<file path="config.mk">
export PLATFORM = sky130hd
export DESIGN_NAME = idle_wakeup_timer
export DESIGN_NICKNAME = d
export VERILOG_FILES = /design/src/common/idle_timer_pkg.sv /design/src/verilog/idle_wakeup_timer.sv /design/src/verilog/sync3.sv /design/src/verilog/idle_counter.sv
export SDC_FILE = /design/constraint.sdc
export NUM_CORES = 1
export LEC_CHECK = 0
export ABC_AREA = 1
export BUFFER_PORTS_ARGS = -buffer_cell sky130_fd_sc_hd__buf_2
export CAP_MARGIN = 5
export CORE_MARGIN = 10
export CORE_UTILIZATION = 52
export CTS_BUF_LIST = sky130_fd_sc_hd__clkbuf_2 sky130_fd_sc_hd__clkbuf_4 sky130_fd_sc_hd__clkbuf_8
export DETAILED_ROUTE_END_ITERATION = 10
export PLACE_DENSITY_LB_ADDON = 0.15
export SETUP_SLACK_MARGIN = 0.15
export SLEW_MARGIN = 15
export SYNTH_ARGS = -nofsm -noshare
export SYNTH_HDL_FRONTEND = slang
export SYNTH_SLANG_ARGS = --single-unit
</file>
<file path="constraint.sdc">
create_clock -name ref_clk -period 2.3 [get_ports ref_clk]
set_clock_uncertainty 0.2 [all_clocks]
set_input_delay 0.23 -clock ref_clk [delete_from_list [all_inputs] [get_ports ref_clk]]
set_output_delay 0.23 -clock ref_clk [all_outputs]
set_load 0.005 [all_outputs]
</file>
<file path="src/common/idle_timer_pkg.sv">
// Package of constants and carriers for the idle wake-up timer
package idle_timer_pkg;
   // APB byte offsets
   localparam logic [7:0] PeriodPowerOff  = 8'h00;
   localparam logic [7:0] IntCtrlOff      = 8'h04;
   localparam logic [7:0] StatusOff       = 8'h08;
   // Field positions
   localparam int SelLsb      = 0;
   localparam int RsvdBit     = 3;
   localparam int PwrLsb      = 4;
   localparam int PendBit     = 5;
   localparam int EnBit       = 4;
   localparam int WakeBit     = 6;
   localparam int TapBase     = 11;
   // Reset values and largest period code
   localparam logic [7:0] PeriodPowerRst = 8'h50;
   localparam logic [7:0] IntCtrlRst     = 8'h00;
   localparam logic [2:0] SelMax         = 3'h4;
   // Timing: instruction cycle is oscillator over ten halves (divide by 10 of doubled clock)
   localparam int OscPerInst  = 5;
   localparam int SlowHz      = 32768;
   localparam int ClkHz       = 50000000;
   localparam int SlowDiv     = ClkHz / SlowHz;

   typedef struct packed {
      logic        wdTick;
      logic        haltDelayTick;
      logic        brownoutDelayTick;
   } time_base_t;

   typedef struct packed {
      logic        sel;
      logic        en;
      logic        wr;
      logic [7:0]  addr;
      logic [31:0] wdata;
   } apb_req_t;
endpackage : idle_timer_pkg

</file>
<file path="src/verilog/idle_wakeup_timer.sv">
// Idle wake-up timer top with APB register slave
//
// Local design decisions: register access over APB and the address map.
`timescale 1ns/1ps
`default_nettype none
// Function
// - Sixteen-bit continuous down counter, count not visible to software.
// - Fast mode counts instruction cycles, slow modes count the 32 kHz clock.
// - Instruction-cycle divider stops in dual-clock or low-speed mode.
// - Underflow of tap bit 11..15 sets the pending flag.
// - Each tap underflow clears wake-up port bit 6.
// - Interrupt request needs pending, enable and global enable.
// - Pending is bit 5, enable bit 4 of interrupt control.
// - Codes 0..4 give 4k..64k cycles; codes 5..7 reserved.
// - Reset clears period select to the 4,096 cycle setting.
// - Writing zeros to power-save bits 7..4 resets the device.
// - Period change may set pending spuriously; software clears it.
// - Counter also provides watchdog, halt and brown-out delay time bases.
module idle_wakeup_timer (
   input  wire logic                         ref_clk,
   input  wire logic                         resetn,
   input  wire logic                         oscTick,
   input  wire logic                         slowClkIn,
   input  wire logic                         globalIntEnable,
   input  wire logic [7:0]                   wakePortIn,
   input  wire logic                         wakePortWr,
   input  wire logic                         psel,
   input  wire logic                         penable,
   input  wire logic                         pwrite,
   input  wire logic [7:0]                   paddr,
   input  wire logic [31:0]                  pwdata,
   output logic [31:0]                       prdata,
   output logic                              pready,
   output logic                              pslverr,
   output logic                              idleIrq,
   output logic [7:0]                        wakePortData,
   output logic                              powerSaveReset,
   output idle_timer_pkg::time_base_t        timeBase
);
   // -----------------------------
   // Reset release
   // -----------------------------
   logic rst1_r, rstn_r;
   always_ff @(posedge ref_clk or negedge resetn) begin
      if (!resetn) begin
         rst1_r <= 1'b0;
         rstn_r <= 1'b0;
      end else begin
         rst1_r <= 1'b1;
         rstn_r <= rst1_r;
      end
   end

   // -----------------------------
   // Registers
   // -----------------------------
   logic [7:0] periodPower_r;
   logic       pend_r;
   logic       irqEn_r;
   logic       pwrRst_r;
   logic [2:0] div_r;
   logic       instTick;
   logic       slowSync;
   logic       slowPrev_r;
   logic       slowTick;
   logic       slowMode;
   logic       tick;
   logic       tapUnderflow;
   logic [15:0] count;

   idle_timer_pkg::apb_req_t req;
   assign req = '{sel: psel, en: penable, wr: pwrite, addr: paddr, wdata: pwdata};

   // -----------------------------
   // Address decode
   // -----------------------------
   // Whole byte address must match; a partial decode would alias the map
   function automatic logic addr_hit(
      input logic [7:0] addr,
      input logic [7:0] offset
   );
      return (addr == offset);
   endfunction : addr_hit

   wire access  = req.sel & req.en;
   wire wrAcc   = access & req.wr;
   wire rdSetup = req.sel & ~req.en & ~req.wr;
   wire hitPer  = addr_hit(req.addr, idle_timer_pkg::PeriodPowerOff);
   wire hitInt  = addr_hit(req.addr, idle_timer_pkg::IntCtrlOff);
   wire hitStat = addr_hit(req.addr, idle_timer_pkg::StatusOff);
   wire mapped  = hitPer | hitInt | hitStat;
   wire wrPer   = wrAcc & hitPer;
   wire wrInt   = wrAcc & hitInt;

   // Slow modes: dual-clock enable or high-speed oscillator off
   assign slowMode = periodPower_r[idle_timer_pkg::PwrLsb + 1] | ~periodPower_r[idle_timer_pkg::PwrLsb + 2];

   // -----------------------------
   // Clock selection
   // -----------------------------
   sync3 u_slowSync (
      .ref_clk (ref_clk),
      .rstn    (rstn_r),
      .din     (slowClkIn),
      .dout    (slowSync)
   );

   assign instTick = (div_r == 3'(idle_timer_pkg::OscPerInst - 1)) & oscTick;
   assign slowTick = slowSync & ~slowPrev_r;
   assign tick     = slowMode ? slowTick : instTick;

   // Divider parked at zero in slow modes so it stops toggling
   wire [2:0] div_nxt = (slowMode | instTick) ? 3'h0 :
                        oscTick ? (div_r + 3'h1) : div_r;

   always_ff @(posedge ref_clk or negedge rstn_r) begin
      if (!rstn_r) begin
         div_r <= 3'h0;
      end else begin
         div_r <= div_nxt;
      end
   end

   always_ff @(posedge ref_clk or negedge rstn_r) begin
      if (!rstn_r) begin
         slowPrev_r <= 1'b0;
      end else begin
         slowPrev_r <= slowSync;
      end
   end

   idle_counter u_counter (
      .ref_clk      (ref_clk),
      .rstn         (rstn_r),
      .tick         (tick),
      .periodSel    (periodPower_r[2:0]),
      .count        (count),
      .tapUnderflow (tapUnderflow)
   );

   // -----------------------------
   // Time-base outputs
   // -----------------------------
   // Start-up delays run off the full 16-bit wrap, not the selected tap
   wire wrapNow = tick & (count == 16'h0000);
   idle_timer_pkg::time_base_t timeBase_nxt;
   assign timeBase_nxt = '{wdTick: tapUnderflow, haltDelayTick: wrapNow, brownoutDelayTick: wrapNow};

   always_ff @(posedge ref_clk or negedge rstn_r) begin
      if (!rstn_r) begin
         timeBase <= '0;
      end else begin
         timeBase <= timeBase_nxt;
      end
   end

   // -----------------------------
   // Register writes
   // -----------------------------
   wire [7:0] wb = req.wdata[7:0];
   // Reserved codes fall back to the longest defined period
   wire [2:0] selWr = (wb[2:0] > idle_timer_pkg::SelMax) ? idle_timer_pkg::SelMax : wb[2:0];
   // Reserved bit forced low regardless of software
   wire [7:0] periodPower_nxt = wrPer ? {wb[7:4], 1'b0, selWr} : periodPower_r;
   wire       pwrRst_nxt      = wrPer & (wb[7:4] == 4'h0);
   wire       irqEn_nxt       = wrInt ? wb[idle_timer_pkg::EnBit] : irqEn_r;
   // Hardware set beats software clear in the same cycle
   wire       pend_nxt        = tapUnderflow | (wrInt ? wb[idle_timer_pkg::PendBit] : pend_r);

   always_ff @(posedge ref_clk or negedge rstn_r) begin
      if (!rstn_r) begin
         periodPower_r <= idle_timer_pkg::PeriodPowerRst;
      end else begin
         periodPower_r <= periodPower_nxt;
      end
   end

   always_ff @(posedge ref_clk or negedge rstn_r) begin
      if (!rstn_r) begin
         pwrRst_r <= 1'b0;
      end else begin
         pwrRst_r <= pwrRst_nxt;
      end
   end

   always_ff @(posedge ref_clk or negedge rstn_r) begin
      if (!rstn_r) begin
         irqEn_r <= 1'b0;
      end else begin
         irqEn_r <= irqEn_nxt;
      end
   end

   always_ff @(posedge ref_clk or negedge rstn_r) begin
      if (!rstn_r) begin
         pend_r <= 1'b0;
      end else begin
         pend_r <= pend_nxt;
      end
   end

   // -----------------------------
   // Wake-up port bit
   // -----------------------------
   // Tap clear wins over a core write landing in the same cycle
   logic [7:0] wakePort_nxt;
   always_comb begin
      wakePort_nxt = wakePortWr ? wakePortIn : wakePortData;
      if (tapUnderflow) begin
         wakePort_nxt[idle_timer_pkg::WakeBit] = 1'b0;
      end
   end

   always_ff @(posedge ref_clk or negedge rstn_r) begin
      if (!rstn_r) begin
         wakePortData <= 8'h00;
      end else begin
         wakePortData <= wakePort_nxt;
      end
   end

   assign idleIrq        = pend_r & irqEn_r & globalIntEnable;
   assign powerSaveReset = pwrRst_r;

   // -----------------------------
   // Read path
   // -----------------------------
   wire [7:0] intRead = {2'b00, pend_r, irqEn_r, 4'h0};
   wire [7:0] statRead = {6'h00, tick, slowMode};
   wire [7:0] rdSel = hitPer ? periodPower_r :
                      hitInt ? intRead :
                      hitStat ? statRead : 8'h00;
   // Latched in the setup cycle so the data stands through the access phase
   wire [31:0] prdata_nxt = rdSetup ? {24'h000000, rdSel} : prdata;

   always_ff @(posedge ref_clk or negedge rstn_r) begin
      if (!rstn_r) begin
         prdata <= 32'h00000000;
      end else begin
         prdata <= prdata_nxt;
      end
   end

   assign pready  = 1'b1;
   assign pslverr = access & ~mapped;
endmodule : idle_wakeup_timer
`default_nettype wire

</file>
<file path="src/verilog/sync3.sv">
// Three-stage synchroniser with agreement detection
`timescale 1ns/1ps
`default_nettype none
module sync3 (
   input  wire logic ref_clk,
   input  wire logic rstn,
   input  wire logic din,
   output logic      dout
);
   logic s1_r, s2_r, s3_r;
   always_ff @(posedge ref_clk or negedge rstn) begin
      if (!rstn) begin
         s1_r <= 1'b0;
         s2_r <= 1'b0;
         s3_r <= 1'b0;
         dout <= 1'b0;
      end else begin
         s1_r <= din;
         s2_r <= s1_r;
         s3_r <= s2_r;
         if (s2_r == s3_r) begin
            dout <= s3_r;
         end
      end
   end
endmodule : sync3
`default_nettype wire

</file>
<file path="src/verilog/idle_counter.sv">
// Sixteen-bit free-running down counter with tap underflow detect
`timescale 1ns/1ps
`default_nettype none
module idle_counter (
   input  wire logic       ref_clk,
   input  wire logic       rstn,
   input  wire logic       tick,
   input  wire logic [2:0] periodSel,
   output logic [15:0]     count,
   output logic            tapUnderflow
);
   logic [15:0] count_nxt;
   logic        tapNow;
   logic        tapNxt;
   assign count_nxt = count - 16'h0001;
   assign tapNow    = count[idle_timer_pkg::TapBase + periodSel];
   assign tapNxt    = count_nxt[idle_timer_pkg::TapBase + periodSel];
   always_ff @(posedge ref_clk or negedge rstn) begin
      if (!rstn) begin
         count        <= 16'h0000;
         tapUnderflow <= 1'b0;
      end else begin
         tapUnderflow <= 1'b0;
         if (tick) begin
            count        <= count_nxt;
            tapUnderflow <= ~tapNow & tapNxt;
         end
      end
   end
endmodule : idle_counter
`default_nettype wire

</file>
# Word-level counts from Yosys, hierarchy flattened
# Index checks and enable logic that the tools add are counted.
[word_totals] register_bits=55
[classes] addsub=3 order_cmp=2 eq_ne=4 muxes=15 bitwise_logic=25 n_reduce_logical=5
[op_table] cell="< comparator 32 x 5 -> 1 bit, second input constant" n=1
[op_table] cell="logical NOT 16 bit" n=1
[op_table] cell="subtractor 16 x 1 -> 16 bit, second input constant" n=1
[op_table] cell="bitwise AND 1 bit" n=14
[op_table] cell="2-to-1 mux 3 bit" n=3
[op_table] cell="binary-select mux 1 bit (select 4 bit)" n=2
[op_table] cell="== test 8 x 3 -> 1 bit, second input constant" n=1
[op_table] cell="== test 8 x 4 -> 1 bit, second input constant" n=1
[op_table] cell="logical NOT 8 bit" n=1
[op_table] cell="2-to-1 mux 8 bit" n=1
[op_table] cell="2-to-1 mux 7 bit" n=1
[op_table] cell="2-to-1 mux 1 bit" n=6
[op_table] cell="2-to-1 mux 6 bit" n=1
[op_table] cell="NOT 1 bit" n=6
[op_table] cell="adder 4 x 3 -> 5 bit, first input constant" n=1
[op_table] cell="bitwise OR 1 bit" n=5
[op_table] cell="logical NOT 4 bit" n=1
[op_table] cell="nonzero test 2 bit" n=2
[op_table] cell="adder 3 x 1 -> 3 bit, second input constant" n=1
[op_table] cell="== test 3 bit, second input constant" n=1
[op_table] cell="greater-than comparator 3 bit, second input constant" n=1
[op_table] cell="2-to-1 mux 2 bit" n=1
[op_table] cell="== test 1 bit" n=1

# Longest topological paths before layout
[logic_depth] word_depth=6 mapped_depth=13

# Cells and area by module
# Synthesis repeated with hierarchy kept, for this count alone.
[unflattened] hier_cells=412 area_unflattened_um2=3158.0
[modules_own_cells] mod="idle_wakeup_timer" n_inst=1 cells_per_inst=214 area_per_inst_um2=1791.7 seq_area_each_um2=828.3
[modules_own_cells] mod="idle_counter" n_inst=1 cells_per_inst=190 area_per_inst_um2=1249.9 seq_area_each_um2=425.4
[modules_own_cells] mod="sync3" n_inst=1 cells_per_inst=8 area_per_inst_um2=116.4 seq_area_each_um2=100.1

# Worst setup path before layout
# No wires, ideal clock.
[synth_path] path_kind="register -> register" start="reg periodPower_r[0]" end="reg u_counter.tapUnderflow" setup_ns=0.073 t_arrival_ns=1.631 required_time_ns=2.027 setup_slack_ns=0.396 stages_incl_launch_ff=13 cell_sequence="dfrtp_1 inv_1 buf_6 ha_1 buf_2 inv_1 a21oi_1 o21ai_0 a21oi_1 nand3_1 nand2_1 nand2_1 a21oi_2"
[synth_between] elab_chain_cells=6 word_cells_on_any_way=8
[synth_rtl] element="from (decl)" line="idle_wakeup_timer.sv:57" rtl="logic [7:0] periodPower_r;"
[synth_rtl] element="from (signal assigned)" line="idle_wakeup_timer.sv:172" rtl="periodPower_r <= idle_timer_pkg::PeriodPowerRst;"
[synth_rtl] element="from (signal assigned)" line="idle_wakeup_timer.sv:174" rtl="periodPower_r <= periodPower_nxt;"
[synth_rtl] element="adder 4 x 3 -> 5 bit *" line="idle_counter.sv:16, idle_counter.sv:17"
[synth_rtl] element="binary-select mux 1 bit (select 4 bit)" line="idle_counter.sv:16" rtl="assign tapNow = count[idle_timer_pkg::TapBase + periodSel];"
[synth_rtl] element="2-to-1 mux 1 bit (implied by the code)" line="idle_counter.sv:16"
[synth_rtl] element="NOT 1 bit" line="idle_counter.sv:26" rtl="tapUnderflow <= ~tapNow & tapNxt;"
[synth_rtl] element="bitwise AND 1 bit *" line="idle_counter.sv:26"
[synth_rtl] element="2-to-1 mux 1 bit *" line="idle_counter.sv:24" rtl="if (tick) begin"
[synth_rtl] element="to (signal assigned)" line="idle_counter.sv:26"
[synth_rtl] element="to (decl)" line="idle_counter.sv:10" rtl="output logic tapUnderflow"
# Every way passes the cells marked *; elsewhere a longest branch is shown, timed or not. The select of a mux whose other input is x is not followed.
# A chain may end at the register's enable or synchronous reset.

# Worst setup path in the final report
[layout_path] start="reg u_counter.count[0]" end="reg u_counter.tapUnderflow"
[layout_between] elab_chain_cells=5 word_cells_on_any_way=8
[layout_rtl] element="from (decl)" line="idle_counter.sv:9" rtl="output logic [15:0] count,"
[layout_rtl] element="from (signal assigned)" line="idle_counter.sv:25" rtl="count <= count_nxt;"
[layout_rtl] element="subtractor 16 x 1 -> 16 bit" line="idle_counter.sv:15" rtl="assign count_nxt = count - 16'h0001;"
[layout_rtl] element="named net u_counter.count_nxt[0]" line="idle_counter.sv:12" rtl="logic [15:0] count_nxt;"
[layout_rtl] element="binary-select mux 1 bit (select 4 bit)" line="idle_counter.sv:17" rtl="assign tapNxt = count_nxt[idle_timer_pkg::TapBase + periodSel];"
[layout_rtl] element="2-to-1 mux 1 bit (implied by the code)" line="idle_counter.sv:17"
[layout_rtl] element="bitwise AND 1 bit" line="idle_counter.sv:26"
[layout_rtl] element="2-to-1 mux 1 bit" line="idle_counter.sv:24"
# The timed path passes the listed nets, and every way through them passes these cells. The select of a mux whose other input is x is not followed.

==> results.sh <==
export IMPL_grt_pass1_wl_mm=11.75
export IMPL_path_buf_inv=2
export IMPL_synth_top_flop_cell="dfrtp_1"
export IMPL_grtUsageMet3=0.05577
export IMPL_r2r_end="u_counter.tapUnderflow"
export IMPL_ys_types=37
export IMPL_fin_area_um2=3557
export IMPL_initial_utilization=0.5368
export IMPL_status="complete, no violations"
export IMPL_slowest_delay_ps=410
export IMPL_port_buffers=52
export IMPL_cts_sinks=54
export IMPL_met1_usage=0.1914
export IMPL_worstSetupPathType="reg -> reg"
export IMPL_top_usage_layer="met2"
export IMPL_final_max_slew_viol_count=0
export IMPL_fin_ws_ps=282.8
export IMPL_gp_congestion=0.8897
export IMPL_drive_above_1_share=0.2167
export IMPL_clk_latency_ps=310
export IMPL_synth_seq_cells=54
export IMPL_h_tree_depth=2
export IMPL_path_clk_slew_ps=100
export IMPL_crit_family="simple AND/OR/NAND/NOR gates"
export IMPL_clock_path_buffers=2
export IMPL_antenna_left=0
export IMPL_worstPathRequired_ps=2310
export IMPL_period_needed_ps=2017
export IMPL_cp_cell_sequence="inv_2 -> ha_2 -> nand2_2 -> nor2_4 -> inv_2 -> nor2_2 -> nand2_1 -> nand3_1 -> nand3_1 -> nand2_1 -> nand2_1 -> nand2_1 -> a21oi_2"
export IMPL_drtIter0Drc=135
export IMPL_fin_nets=503
export IMPL_grt_max_degree=45
export IMPL_fill_cells=503
export IMPL_wl_mm=6.972
export IMPL_fin_hold_ws_ps=8.770
export IMPL_dieWidth_um=95.63
export IMPL_max_freq_ghz=0.4957
export IMPL_fin_util=0.6421
export IMPL_place_area_um2=3236
export IMPL_synth_top_area_cell="dfrtp_1"
export IMPL_synth_edf_count=0
export IMPL_cts_setup_buffers=0
export IMPL_dr_pass1_iters=7
export IMPL_syn_cell_area_um2=2974
export IMPL_syn_to_final_growth_pct=19.60
export IMPL_ioPinCount=104
export IMPL_ys_seq_area_frac=0.4552
export IMPL_power_per_cell_area_nw_per_um2=851.3
export IMPL_via_count=2537
export IMPL_grt_util_all_layers=0.1580
export IMPL_antennaDiodeCount=0
export IMPL_root_buffer="clkbuf_8"
export IMPL_cp_data_arrival_time_ps=2030
export IMPL_path_common_cell="nand2_1"
export IMPL_post_place_cells=488
export IMPL_path_max_fanout=5
export IMPL_r2r_setup_slack_ps=280
export IMPL_syn_inst=367
export IMPL_power_mw=3.028
export IMPL_fin_crit_sh=0.8770
export IMPL_preCtsSetupSlack_ps=234.3
export IMPL_antenna_found_initial=0
export IMPL_drc=0
export IMPL_ir_worst_vdd_uv=447.6
export IMPL_coreArea_um2=5540
export IMPL_yosys_warnings=0
export IMPL_num_rows=27
export IMPL_crit_path_start_kind="register"
export IMPL_hp_class="in -> async"
export IMPL_rsz0062_at_grt="no"
export IMPL_final_cells=515
export IMPL_synth_top_area_frac=0.4375
export IMPL_yosysMostFrequentCell="nand2_1"
export IMPL_syn_area_per_cell_um2=8.104
export IMPL_hpwl_mm=5.170
export IMPL_r2r_start="u_counter.count[0]"
export IMPL_finalSetupViolations=0
export IMPL_crit_slowest_cell="dfrtp_1"
export IMPL_finalHoldViolCount=0
export IMPL_dieArea_um2=9144
export IMPL_vias_per_cell=4.926
export IMPL_grtUsageMet2=0.2607
export IMPL_worstRegToRegCells=13
export IMPL_die_h_um=95.63
export IMPL_cp_end_kind="register"
export IMPL_synth_common_cells="78 x nand2_1, 52 x dfrtp_1, 43 x inv_1"
export IMPL_wire_per_inst_um=13.54
export IMPL_p_leak_nw=1.820
export IMPL_grt_pass1_vias=2544
export IMPL_ys_top_cells_by_area="dfrtp_1 44%, nand2_1 9.8%, buf_4 6.8%"
export IMPL_cts_buffers=5
export IMPL_setup_tns_ps=0
export IMPL_grt_overflow=0
export IMPL_async_flop_share=1.000
export IMPL_drv_cap=0
export IMPL_cts_tree="done"
## layout by cell type, fill, tap and decap left out, types with 3 or more instances in the layout
cell,netlist,routed
dlygate4sd3_1,0,19
a21oi_1,10,10
xor2_1,5,5
buf_4,27,5
nor2_1,25,25
o211ai_1,3,3
nor2_2,7,7
nand4_1,5,5
clkbuf_8,0,5
inv_1,43,41
conb_1,2,27
nor3_1,8,8
o21ai_0,29,29
nand3_1,30,30
nand2_1,78,77
o31ai_1,3,3
dfrtp_1,52,51
nand2_2,3,4
buf_2,4,52
inv_2,3,5
## state kept, by name (all words and copies together), names as in the netlist
register                flops
u_slowSync.s3_r             1
periodPower_r               7
slowPrev_r                  1
rstn_r                      1
prdata                      7
irqEn_r                     1
powerSaveReset              1
u_slowSync.s1_r             1
pend_r                      1
u_slowSync.s2_r             1
u_counter.tapUnderflow      1
div_r                       3
u_counter.count            16
rst1_r                      1
wakePortData                8
u_slowSync.dout             1
timeBase                    2
## worst max-delay path by stage
| stage | endpoint | slack [ps] | depth (start not counted) | from |
|---|---|---|---|---|
| floorplan | u_counter.tapUnderflow | 400 | 12 | periodPower_r[0] |
| global placement | u_counter.tapUnderflow | 280 | 13 | u_counter.count[0] |
| detailed placement | u_counter.tapUnderflow | 230 | 13 | u_counter.count[0] |
| CTS | u_counter.tapUnderflow | 220 | 13 | u_counter.count[0] |
| global route | u_counter.tapUnderflow | 160 | 13 | u_counter.count[0] |
| finish | u_counter.tapUnderflow | 280 | 13 | u_counter.count[0] |
## power breakdown
part           switching, mW  internal (mW)
registers              0.179           1.12
clock network          0.327          0.337
logic                  0.672          0.395
## layer usage
metal  routed length (um)  part of all wire  up-vias
li1                     -                 -     1281
met5                    0                 0        -
met1                 2934              0.42     1167
met2                 3398              0.49       78
met3                  554             0.079       11
met4                   85             0.012        0
## kinds of logic after synthesis
kind of cell	after synthesis	synth area share
AO/OA/AOI/OAI	55	0.1085
XOR/XNOR	7	0.02061
adder cells (fa/ha/maj)	5	0.02019
buffers and inverters	80	0.1392
flip-flops	54	0.4552
other	2	0.002525
AND/OR/NAND/NOR	164	0.2537
## worst register-to-register path: stages, from the launching register on
cell and delay (ps):
dfrtp_1 410, inv_2 110, ha_2 210, nand2_2 90, nor2_4 190, inv_2 100
nor2_2 100, nand2_1 80, nand3_1 100, nand3_1 70, nand2_1 70, nand2_1 40
nand2_1 90, a21oi_2 50
## cell type report
class | instances | area [um^2] | share of cell area
Timing Repair Buffer | 77 | 508.0 | 0.1428
Inverter | 46 | 172.7 | 0.04854
Sequential cell | 54 | 1355 | 0.3809
Clock buffer | 6 | 76.32 | 0.02146
Multi-Input combinational cell | 258 | 1318 | 0.3704
Clock inverter | 2 | 37.54 | 0.01055
Tap cell | 72 | 90.09 | 0.02533
## repair_timing
action	4_1_cts	5_1_grt
gates resized for setup	0	6
endpoints found under the setup margin	0	1
hold endpoints to repair	27	0
hold buffers	19	0
(Power assumes the default switching activity.)
